**config.mk**
```make
export PLATFORM = sky130hd
export DESIGN_NAME = drc_host
export DESIGN_NICKNAME = d
export VERILOG_FILES = /design/src/inc/drc_pkg.sv /design/src/inc/drc_rfsh_if.sv /design/src/rtl/drc_host.sv /design/src/rtl/drc_rfsh_sched.sv
export SDC_FILE = /design/constraint.sdc
export NUM_CORES = 1
export LEC_CHECK = 0
export BUFFER_PORTS_ARGS = -buffer_cell sky130_fd_sc_hd__buf_2
export CAP_MARGIN = 10
export CORE_UTILIZATION = 35
export DETAILED_ROUTE_END_ITERATION = 16
export GPL_TIMING_DRIVEN = 0
export SYNTH_ARGS = -nofsm -noshare
export SYNTH_HDL_FRONTEND = slang
export SYNTH_HIERARCHICAL = 1
export SYNTH_SLANG_ARGS = --single-unit
```
**constraint.sdc**
```tcl
create_clock -name mclk_in -period 1.9 [get_ports mclk_in]
set_clock_uncertainty 0.15 [all_clocks]
set_input_delay 0.285 -clock mclk_in [delete_from_list [all_inputs] [get_ports mclk_in]]
set_output_delay 0.285 -clock mclk_in [all_outputs]
set_load 0.01 [all_outputs]
```
**src/inc/drc_pkg.sv**
```systemverilog
/*
 * Constants, types and timing counts of the host controller for a 4096 x 1
 * dynamic memory. Assumes a single 100 MHz system clock.
 */
package drc_pkg;
	localparam int CLK_PERIOD_NS = 10;
	localparam int ADDR_W = 12;
	localparam int ROW_W = 6;
	localparam int ROWS = 64;
	localparam int CNT_W = 6;

	// device timing in ns, fastest grade
	localparam int T_AH_NS = 100;
	localparam int T_CE_NS = 230;
	localparam int T_CO_NS = 180;
	localparam int T_CC_NS = 130;
	localparam int T_W_NS = 150;
	localparam int T_WP_NS = 50;
	localparam int T_CW_NS = 150;
	localparam int T_CRW_NS = 350;
	localparam int REF_PERIOD_MS = 2;

	function automatic int cyc_min(input int ns);
		int c;
		c = (ns + CLK_PERIOD_NS - 1) / CLK_PERIOD_NS;
		return (c < 1) ? 1 : c;
	endfunction : cyc_min

	function automatic int max2(input int a, input int b);
		return (a > b) ? a : b;
	endfunction : max2

	localparam int T_AH_CYC = cyc_min(T_AH_NS);
	localparam int T_CE_CYC = cyc_min(T_CE_NS);
	localparam int T_CO_CYC = cyc_min(T_CO_NS);
	localparam int T_CC_CYC = cyc_min(T_CC_NS);
	localparam int T_WR_CYC = max2(T_CE_CYC, max2(cyc_min(T_W_NS), cyc_min(T_CW_NS)));
	localparam int T_RMW_CYC = max2(cyc_min(T_CRW_NS),
		T_CO_CYC + 1 + max2(cyc_min(T_W_NS), cyc_min(T_WP_NS)));
	// longest time: rounded down
	localparam int REF_PERIOD_CYC = REF_PERIOD_MS * 1000000 / CLK_PERIOD_NS;
	// room for one access in flight before a refresh is served
	localparam int REF_MARGIN_CYC = 128;

	typedef enum logic [1:0] {
		DRC_OP_READ = 2'h0,
		DRC_OP_WRITE = 2'h1,
		DRC_OP_RMW = 2'h2
	} drc_op_e;

	typedef enum logic [1:0] {
		DRC_ST_IDLE = 2'h0,
		DRC_ST_SETUP = 2'h1,
		DRC_ST_STROBE = 2'h3,
		DRC_ST_PRECH = 2'h2
	} drc_state_e;

	function automatic logic [CNT_W-1:0] strobe_len(input drc_op_e op);
		unique case (op)
			DRC_OP_WRITE: return CNT_W'(T_WR_CYC);
			DRC_OP_RMW: return CNT_W'(T_RMW_CYC);
			default: return CNT_W'(T_CE_CYC);
		endcase
	endfunction : strobe_len
endpackage : drc_pkg

```
**src/inc/drc_rfsh_if.sv**
```systemverilog
/*
 * Refresh request handshake between the scheduler and the cycle sequencer.
 * Assumes both ends share the system clock.
 */
`timescale 1ns/1ps
interface drc_rfsh_if #(
	parameter int ROW_W = 6
);
	logic req;
	logic ack;
	logic [ROW_W-1:0] row;
	modport sched (output req, output row, input ack);
	modport ctrl (input req, input row, output ack);
endinterface : drc_rfsh_if

```
**src/rtl/drc_host.sv**
```systemverilog
/*
 * Host controller for a 4096 x 1 dynamic memory bank: one request port,
 * read, early write and read-then-write cycles, and timed refresh by read.
 * Assumes the memory pins sit behind level shifters and that the data-out
 * pin is synchronous to the clock.
 */
`timescale 1ns/1ps
module drc_host #(
	parameter int DEV_W = 2,
	parameter int REF_PERIOD_CYC = drc_pkg::REF_PERIOD_CYC
) (
	input wire logic mclk_in,
	input wire logic arst_n_in,
	input wire logic req_valid_in,
	input wire logic [1:0] req_op_in,
	input wire logic [drc_pkg::ADDR_W+DEV_W-1:0] req_addr_in,
	input wire logic req_wdata_in,
	output logic req_ready_out,
	output logic rsp_valid_out,
	output logic rsp_rdata_out,
	output logic ce_out,
	output logic [(1<<DEV_W)-1:0] cs_n_out,
	output logic we_n_out,
	output logic [drc_pkg::ADDR_W-1:0] address_lines_out,
	output logic din_out,
	input wire logic dout_in
);
	localparam int NDEV = 1 << DEV_W;
	localparam int INTERVAL_CYC = (REF_PERIOD_CYC - drc_pkg::REF_MARGIN_CYC) / drc_pkg::ROWS;

	drc_rfsh_if #(.ROW_W(drc_pkg::ROW_W)) rf ();

	drc_rfsh_sched #(.INTERVAL_CYC(INTERVAL_CYC)) u_sched (
		.mclk_in(mclk_in),
		.arst_n_in(arst_n_in),
		.rf(rf.sched)
	);

	drc_pkg::drc_state_e state_q, state_d;
	drc_pkg::drc_op_e op_q, op_d;
	logic [drc_pkg::CNT_W-1:0] cnt_q, cnt_d;
	logic refresh_q, refresh_d;
	logic ready_q, ready_d;
	logic rsp_q, rsp_d;
	logic rdata_q, rdata_d;
	logic ce_q, ce_d;
	logic [NDEV-1:0] cs_n_q, cs_n_d;
	logic we_n_q, we_n_d;
	logic [drc_pkg::ADDR_W-1:0] addr_q, addr_d;
	logic din_q, din_d;
	logic take_user, take_rfsh;
	logic [DEV_W-1:0] dev_idx;

	assign dev_idx = req_addr_in[drc_pkg::ADDR_W +: DEV_W];
	assign take_user = (state_q == drc_pkg::DRC_ST_IDLE) && req_valid_in && ready_q;
	assign take_rfsh = (state_q == drc_pkg::DRC_ST_IDLE) && !take_user && rf.req;
	assign rf.ack = take_rfsh;

	always_comb begin
		state_d = state_q;
		op_d = op_q;
		cnt_d = cnt_q;
		refresh_d = refresh_q;
		rsp_d = 1'b0;
		rdata_d = rdata_q;
		cs_n_d = cs_n_q;
		we_n_d = we_n_q;
		addr_d = addr_q;
		din_d = din_q;
		unique case (state_q)
			drc_pkg::DRC_ST_IDLE: begin
				if (take_user) begin
					op_d = drc_pkg::drc_op_e'(req_op_in);
					refresh_d = 1'b0;
					addr_d = req_addr_in[drc_pkg::ADDR_W-1:0];
					cs_n_d = ~(NDEV'(1) << dev_idx);
					// early write: data and write strobe settle before the strobe rises
					we_n_d = (req_op_in != drc_pkg::DRC_OP_WRITE);
					din_d = req_wdata_in;
					state_d = drc_pkg::DRC_ST_SETUP;
				end else if (take_rfsh) begin
					op_d = drc_pkg::DRC_OP_READ;
					refresh_d = 1'b1;
					// column bits held at zero so the whole address is stable
					addr_d = {{(drc_pkg::ADDR_W - drc_pkg::ROW_W){1'b0}}, rf.row};
					cs_n_d = '1;
					we_n_d = 1'b1;
					state_d = drc_pkg::DRC_ST_SETUP;
				end
			end
			drc_pkg::DRC_ST_SETUP: begin
				cnt_d = '0;
				state_d = drc_pkg::DRC_ST_STROBE;
			end
			drc_pkg::DRC_ST_STROBE: begin
				cnt_d = cnt_q + 1'b1;
				if (cnt_q == drc_pkg::CNT_W'(drc_pkg::T_CO_CYC) && !refresh_q) begin
					rdata_d = dout_in;
				end
				// write back only once the read data is out
				if (op_q == drc_pkg::DRC_OP_RMW && cnt_q == drc_pkg::CNT_W'(drc_pkg::T_CO_CYC)) begin
					we_n_d = 1'b0;
				end
				if (cnt_q == drc_pkg::strobe_len(op_q) - 1'b1) begin
					cnt_d = '0;
					we_n_d = 1'b1;
					cs_n_d = '1;
					rsp_d = !refresh_q;
					state_d = drc_pkg::DRC_ST_PRECH;
				end
			end
			drc_pkg::DRC_ST_PRECH: begin
				cnt_d = cnt_q + 1'b1;
				if (cnt_q == drc_pkg::CNT_W'(drc_pkg::T_CC_CYC - 1)) begin
					cnt_d = '0;
					state_d = drc_pkg::DRC_ST_IDLE;
				end
			end
		endcase
		ce_d = (state_d == drc_pkg::DRC_ST_STROBE);
		// stop taking work while a refresh waits, so refresh cannot starve
		ready_d = (state_d == drc_pkg::DRC_ST_IDLE) && !rf.req && !take_user;
	end

	always_ff @(posedge mclk_in or negedge arst_n_in) begin
		if (!arst_n_in) begin
			state_q <= drc_pkg::DRC_ST_IDLE;
			op_q <= drc_pkg::DRC_OP_READ;
			cnt_q <= '0;
			refresh_q <= 1'b0;
			ready_q <= 1'b0;
			rsp_q <= 1'b0;
			rdata_q <= 1'b0;
			ce_q <= 1'b0;
			cs_n_q <= '1;
			we_n_q <= 1'b1;
			addr_q <= '0;
			din_q <= 1'b0;
		end else begin
			state_q <= state_d;
			op_q <= op_d;
			cnt_q <= cnt_d;
			refresh_q <= refresh_d;
			ready_q <= ready_d;
			rsp_q <= rsp_d;
			rdata_q <= rdata_d;
			ce_q <= ce_d;
			cs_n_q <= cs_n_d;
			we_n_q <= we_n_d;
			addr_q <= addr_d;
			din_q <= din_d;
		end
	end

	assign req_ready_out = ready_q;
	assign rsp_valid_out = rsp_q;
	assign rsp_rdata_out = rdata_q;
	assign ce_out = ce_q;
	assign cs_n_out = cs_n_q;
	assign we_n_out = we_n_q;
	assign address_lines_out = addr_q;
	assign din_out = din_q;
endmodule : drc_host

```
**src/rtl/drc_rfsh_sched.sv**
```systemverilog
/*
 * Refresh scheduler: a free running interval timer raises a sticky request,
 * and each acknowledge steps the row counter. Assumes the sequencer serves
 * a request within the margin reserved in the package.
 */
`timescale 1ns/1ps
module drc_rfsh_sched #(
	parameter int INTERVAL_CYC = 3123
) (
	input wire logic mclk_in,
	input wire logic arst_n_in,
	drc_rfsh_if.sched rf
);
	localparam int IW = $clog2(INTERVAL_CYC + 1);

	logic [IW-1:0] tmr_q, tmr_d;
	logic req_q, req_d;
	logic [drc_pkg::ROW_W-1:0] row_q, row_d;
	logic [7:0] wait_q, wait_d;

	always_comb begin
		tmr_d = (tmr_q == '0) ? IW'(INTERVAL_CYC - 1) : tmr_q - 1'b1;
		// a new tick wins over an acknowledge in the same cycle
		req_d = (tmr_q == '0) | (req_q & ~rf.ack);
		row_d = rf.ack ? row_q + 1'b1 : row_q;
		wait_d = (req_q && !rf.ack) ? wait_q + 8'h01 : 8'h00;
	end

	always_ff @(posedge mclk_in or negedge arst_n_in) begin
		if (!arst_n_in) begin
			tmr_q <= '0;
			req_q <= 1'b0;
			row_q <= '0;
			wait_q <= 8'h00;
		end else begin
			tmr_q <= tmr_d;
			req_q <= req_d;
			row_q <= row_d;
			wait_q <= wait_d;
		end
	end

	assign rf.req = req_q;
	assign rf.row = row_q;
endmodule : drc_rfsh_sched
```
# [Yosys cells after proc, flatten, opt, wreduce, memory -nomap -nowiden]
# Cells that the tools add are included.
# W data, S select, Z words.
[classes] muxes=27 n_eq_ne=12 shifts=1 add_sub_neg=4 bitwise_logic=4 n_reduce_logical=22
[ops] operator="$mux W12" count=3
[ops] operator="$mux W6" count=4
[ops] operator="$pmux W6 S3" count=1
[ops] operator="$add A6 B1 Y6 const B" count=2
[ops] operator="$logic_not A12 Y1" count=1
[ops] operator="$mux W2" count=6
[ops] operator="$mux W4" count=3
[ops] operator="$sub A12 B1 Y12 const B" count=1
[ops] operator="$eq A2 B2 Y1 const B" count=4
[ops] operator="$logic_and A1 B1 Y1" count=8
[ops] operator="$pmux W2 S4" count=1
[ops] operator="$pmux W4 S2" count=1
[ops] operator="$mux W1" count=7
[ops] operator="$eq A6 B4 Y1 const B" count=1
[ops] operator="$eq A6 B5 Y1 const B" count=1
[ops] operator="$eq A6 B6 Y1" count=1
[ops] operator="$reduce_and A2 Y1" count=3
[ops] operator="$reduce_and A3 Y1" count=2
[ops] operator="$sub A6 B1 Y6 const B" count=1
[ops] operator="$logic_not A2 Y1" count=2
[ops] operator="$not A4 Y4" count=1
[ops] operator="$reduce_bool A2 Y1" count=2
[ops] operator="$shl A1 B2 Y4 const A" count=1
[ops] operator="$logic_not A1 Y1" count=3
[ops] operator="10 further kinds" count=10
[totals] regBits=52 output_inout_bits=22 in_bits=21

# [Logic depth before layout (Yosys ltp)]
[depth] depth_word=12 depth_mapped=7 depth_no_buf=6

# [Modules after synthesis]
# Netlist, hierarchy kept.
[by_module_without_submodules] mod="drc_host" n_inst=1 cells_each=149 seq_area_each_um2=832.0 area_each_um2=1575.3
[by_module_without_submodules] mod="drc_rfsh_sched" n_inst=1 cells_each=83 seq_area_each_um2=475.5 area_each_um2=894.6

# [Worst setup path after synthesis]
# No wires, ideal clock.
[synth_path] path_type="register to register" from="register u_sched.tmr_q[2]" to="register u_sched.tmr_q[9]" path_stages_with_launch=4 required_time_ns=1.623 path_slack_ns=-0.052 setup_time_ns=0.127 n_path_buf=0 arrival_ns=1.675 path_cell_list="dfrtp_1 > or4_4 > or4_1 > mux2_1"
[synth_between] elab_chain_cells=2 elab_cells_between_ends=3 cone_classes="1 x add/sub; 1 x mux; 1 x reduce/logical"
[synth_lines] element="start: declaration" line="drc_rfsh_sched.sv:16" text="logic [IW-1:0] tmr_q, tmr_d;"
[synth_lines] element="start signal: assignment" line="drc_rfsh_sched.sv:36" text="tmr_q <= tmr_d;"
[synth_lines] element="$sub A12 B1 Y12 / $logic_not A12 Y1 (equally long branches)" line="drc_rfsh_sched.sv:22" text="tmr_d = (tmr_q == '0) ? IW'(INTERVAL_CYC - 1) : tmr_q - 1'b1;"
[synth_lines] element="$mux W12 (*)" line="drc_rfsh_sched.sv:22"
[synth_lines] element="via u_sched.tmr_d[9]" line="drc_rfsh_sched.sv:16"
# The timed path passes the listed nets; every way through them passes the cells marked *.
# A chain may end at the register's enable or synchronous reset.

# [Worst setup path in the final report]
# Same ends and word-level chain as after synthesis.

==> impl_metrics.py <==
metrics = {
    "timing": {
        "worstMarginPinSlew_ns": 0.709,
        "worst_slack_ns": -0.0400,
        "hold_violations": 0,
        "holdWs_ns": 0.0227,
        "setup_viol": 1,
        "slew_headroom_pct": 52.3,
        "rsz0062_at_grt": "yes",
        "finalMaxSlewViolations": 0,
        "period_share_pct": 102,
        "finalCriticalPeriod_ns": 1.94,
        "fmax_mhz": 515,
    },
    "clock_network": {
        "clk_pin_slew_ns": 0.10,
        "clock_sinks": 52,
        "cts_inserted_buffers": 5,
        "clk_latency_ns": 0.31,
        "cts_tree": "yes",
        "cts_root_buf": "clkbuf_8",
        "cts_max_level": 2,
        "clockBufferDepth": 2,
    },
    "synthesis": {
        "synth_edf_count": 0,
        "synth_seq_cells": 52,
        "synth_common_cells": "dfrtp_1 (47), nand2_1 (30), nor2_1 (18)",
        "async_flop_share_pct": 100,
        "synth_cell_types": 55,
        "synth_ff_type": "dfrtp_1",
        "synthCells": 232,
        "synth_top_area_share_pct": 47.6,
        "syn_area_per_cell_um2": 10.6,
        "syn_area_mm2": 0.00247,
        "synth-seq-area-share_pct": 52.9,
        "synth_nets": 259,
        "yosys.cell_count.top_type": "dfrtp_1",
        "yosys_warnings": 6,
        "yosys-top-cells-area": "dfrtp_1 (48%), dfstp_2 (5.3%), nand2_1 (4.6%)",
        "synth_area_leader_cell": "dfrtp_1",
    },
    "routing": {
        "vias_per_cell": 5.03,
        "route.vias.total": 1958,
        "ant_nets": 0,
        "routed_wl_um": 5270,
        "drc": 0,
        "dr.first_iter.drc_count": 83,
        "dr.pass1.iters": 4,
        "wl_per_cell_um": 13.6,
    },
    "pwr": {
        "p_sw_uw": 1240,
        "sw_frac_of_total_pct": 34.7,
        "p_leak_uw": 0.00142,
        "p_seq_share_pct": 45.5,
        "ir_drop_uv": 452,
        "power_density_mw_per_mm2": 1150,
        "p_int_uw": 2330,
        "p_clk_share_pct": 21.7,
        "p_comb_share_pct": 32.7,
        "finalPower_uw": 3560,
    },
    "critical_path": {
        "worstPathMaxFanout": 2,
        "worstPathRequired_ns": 1.95,
        "regToRegSetupSlack_ns": -0.04,
        "reg2reg_to": "u_sched/tmr_q[9]",
        "cp-end-kind": "flip-flop",
        "start_kind": "flip-flop",
        "r2r-start": "u_sched/tmr_q[2]",
        "crit_type": "reg -> reg",
        "cp.arrival_ns": 1.99,
        "r2r_cells": 3,
    },
    "floorplanning": {
        "fp.dieW_um": 86.0,
        "io_pins": 43,
        "die_area_mm2": 0.00740,
        "initial_core_util_pct": 36.4,
        "core_area_mm2": 0.00679,
        "rows": 30,
        "die-height_um": 86.0,
    },
    "grt": {
        "grt_pass1_vias": 1892,
        "grt_max_degree": 53,
        "antenna_found_initial": 0,
        "grt_util_all_layers_pct": 15.1,
        "grt_pass1_wl_um": 8740,
        "grt.overflow.total": 0,
    },
    "finish": {
        "area_growth_pct": 25.6,
        "antenna_cells": 0,
        "drive_gt1_share_pct": 32.8,
        "final_nets": 319,
    },
    "hold_path": {
        "hp-class": "in -> reg",
        "hold_start": "req_wdata_in",
        "min_delay_path_depth": 3,
        "holdPathEnd": "din_out",
    },
    "placed_design": {
        "hpwl_um": 3580,
        "place_ws_ns": -0.218,
        "routabilityCongestion": 0.751,
        "io_buffers": 42,
    },
    "status": {
        "status": "complete, but fails checks",
        "violations": "negative setup slack",
    },
    "flow_run": {
        "cap_violations": 0,
    },
}
## power groups by stage
stage | combinational, uW | clock, uW | sequential, uW
global route | 1300 | 835 | 1660
detailed placement | 1030 | 0 | 1630
floorplan | 657 | 0 | 1650
global placement | 1010 | 0 | 1630
finish | 1170 | 775 | 1620
CTS | 1050 | 795 | 1620
## cells by family after synthesis
logic type                 after synthesis  synth area share, %
muxes                                    4                 1.82
buffers and inverters                   19                 3.75
DFF                                     52                 52.9
and+or+nand+nor                         90                 18.5
adders and majority gates                6                 3.04
xor gates and xnor gates                 8                 2.84
AOI/OAI and AO/OA                       53                 17.1
## sequential cells by signal, summed over array words and instances (netlist names)
register	cells
cnt_q	6
we_n_out	1
cs_n_out	4
refresh_q	1
rsp_valid_out	1
state_q	2
op_q	2
u_sched/tmr_q	12
u_sched/rf.row	6
address_lines_out	12
din_out	1
rsp_rdata_out	1
req_ready_out	1
ce_out	1
u_sched/rf.req	1
## cell type report
class | count | area [um^2]
Inverter | 12 | 45.0
Sequential cell | 52 | 1310
Tap cell | 96 | 120
Timing Repair Buffer | 55 | 325
Clock inverter | 3 | 42.5
Clock buffer | 5 | 68.8
Multi-Input combinational cell | 161 | 1150
Fill cell | 641 | 3690
Buffer | 5 | 38.8
## cell usage in the layout (no fill, tap or decap), drive strengths merged, types with 2 or more instances in the layout
cell type and n:
xor2 3, dfstp 5, nand2 30, dfrtp 47, nand3 8, nand2b 5
or3 2, nand4 4, o21a 3, xnor2 5, mux2 4, o211ai 3
nor2b 2, nor3b 3, nor2 19, inv 12, a21oi 5, or4 2
o22a 2, nor3 5, and3 4, o2111ai 2, ha 6, dlygate4sd3 2
a22o 7, buf 57, a2bb2oi 2, clkbuf 6, o21ai 9, a31oi 9
## critical path, stage by stage (launching register included)
cell and delay (ns):
dfrtp_1 0.40, or4_4 0.54, or4_4 0.43, mux2_4 0.31
## routing by layer
layer  vias to the layer above  part of all wire, %  global-route usage, %
li1                        951                    -                      -
met3                        12                  2.7                   2.69
met1                       963                   45                   18.7
met4                         0                  2.6                   7.58
met5                         -                    0                      0
met2                        32                   50                   25.3
## worst max-delay path by stage
| stage | startpoint | endpoint | cells after the start |
|---|---|---|---|
| after global placement | state_q[1] | u_sched/rf.row[5] | 7 |
| after CTS | u_sched/tmr_q[2] | u_sched/tmr_q[9] | 3 |
| after floorplan | u_sched/tmr_q[2] | u_sched/tmr_q[9] | 3 |
| after detailed placement | state_q[1] | u_sched/rf.row[5] | 7 |
| final | u_sched/tmr_q[2] | u_sched/tmr_q[9] | 3 |
| after global routing | u_sched/tmr_q[2] | u_sched/tmr_q[9] | 3 |
## through the flow
stage                     cells  util [%]  setup TNS (ns)  instance area [um^2]
final                       389      45.7         -0.0400                  3100
after global routing        389      45.7          -0.121                  3100
after CTS                   382      43.9         -0.0442                  2980
after detailed placement    370      41.2          -0.913                  2800
after global placement      370      41.2          -0.828                  2800
after floorplan             232         -         -0.0317                  2470
## repair_timing
item	in CTS	in global routing
endpoints found under the setup margin	9	19
resized for setup	8	12
hold endpoints to repair	1	15
hold buffers	1	1
buffers inserted	3	7
cloned	0	0
pin swaps	1	2
No activity file was read; power rests on OpenSTA's default activity.
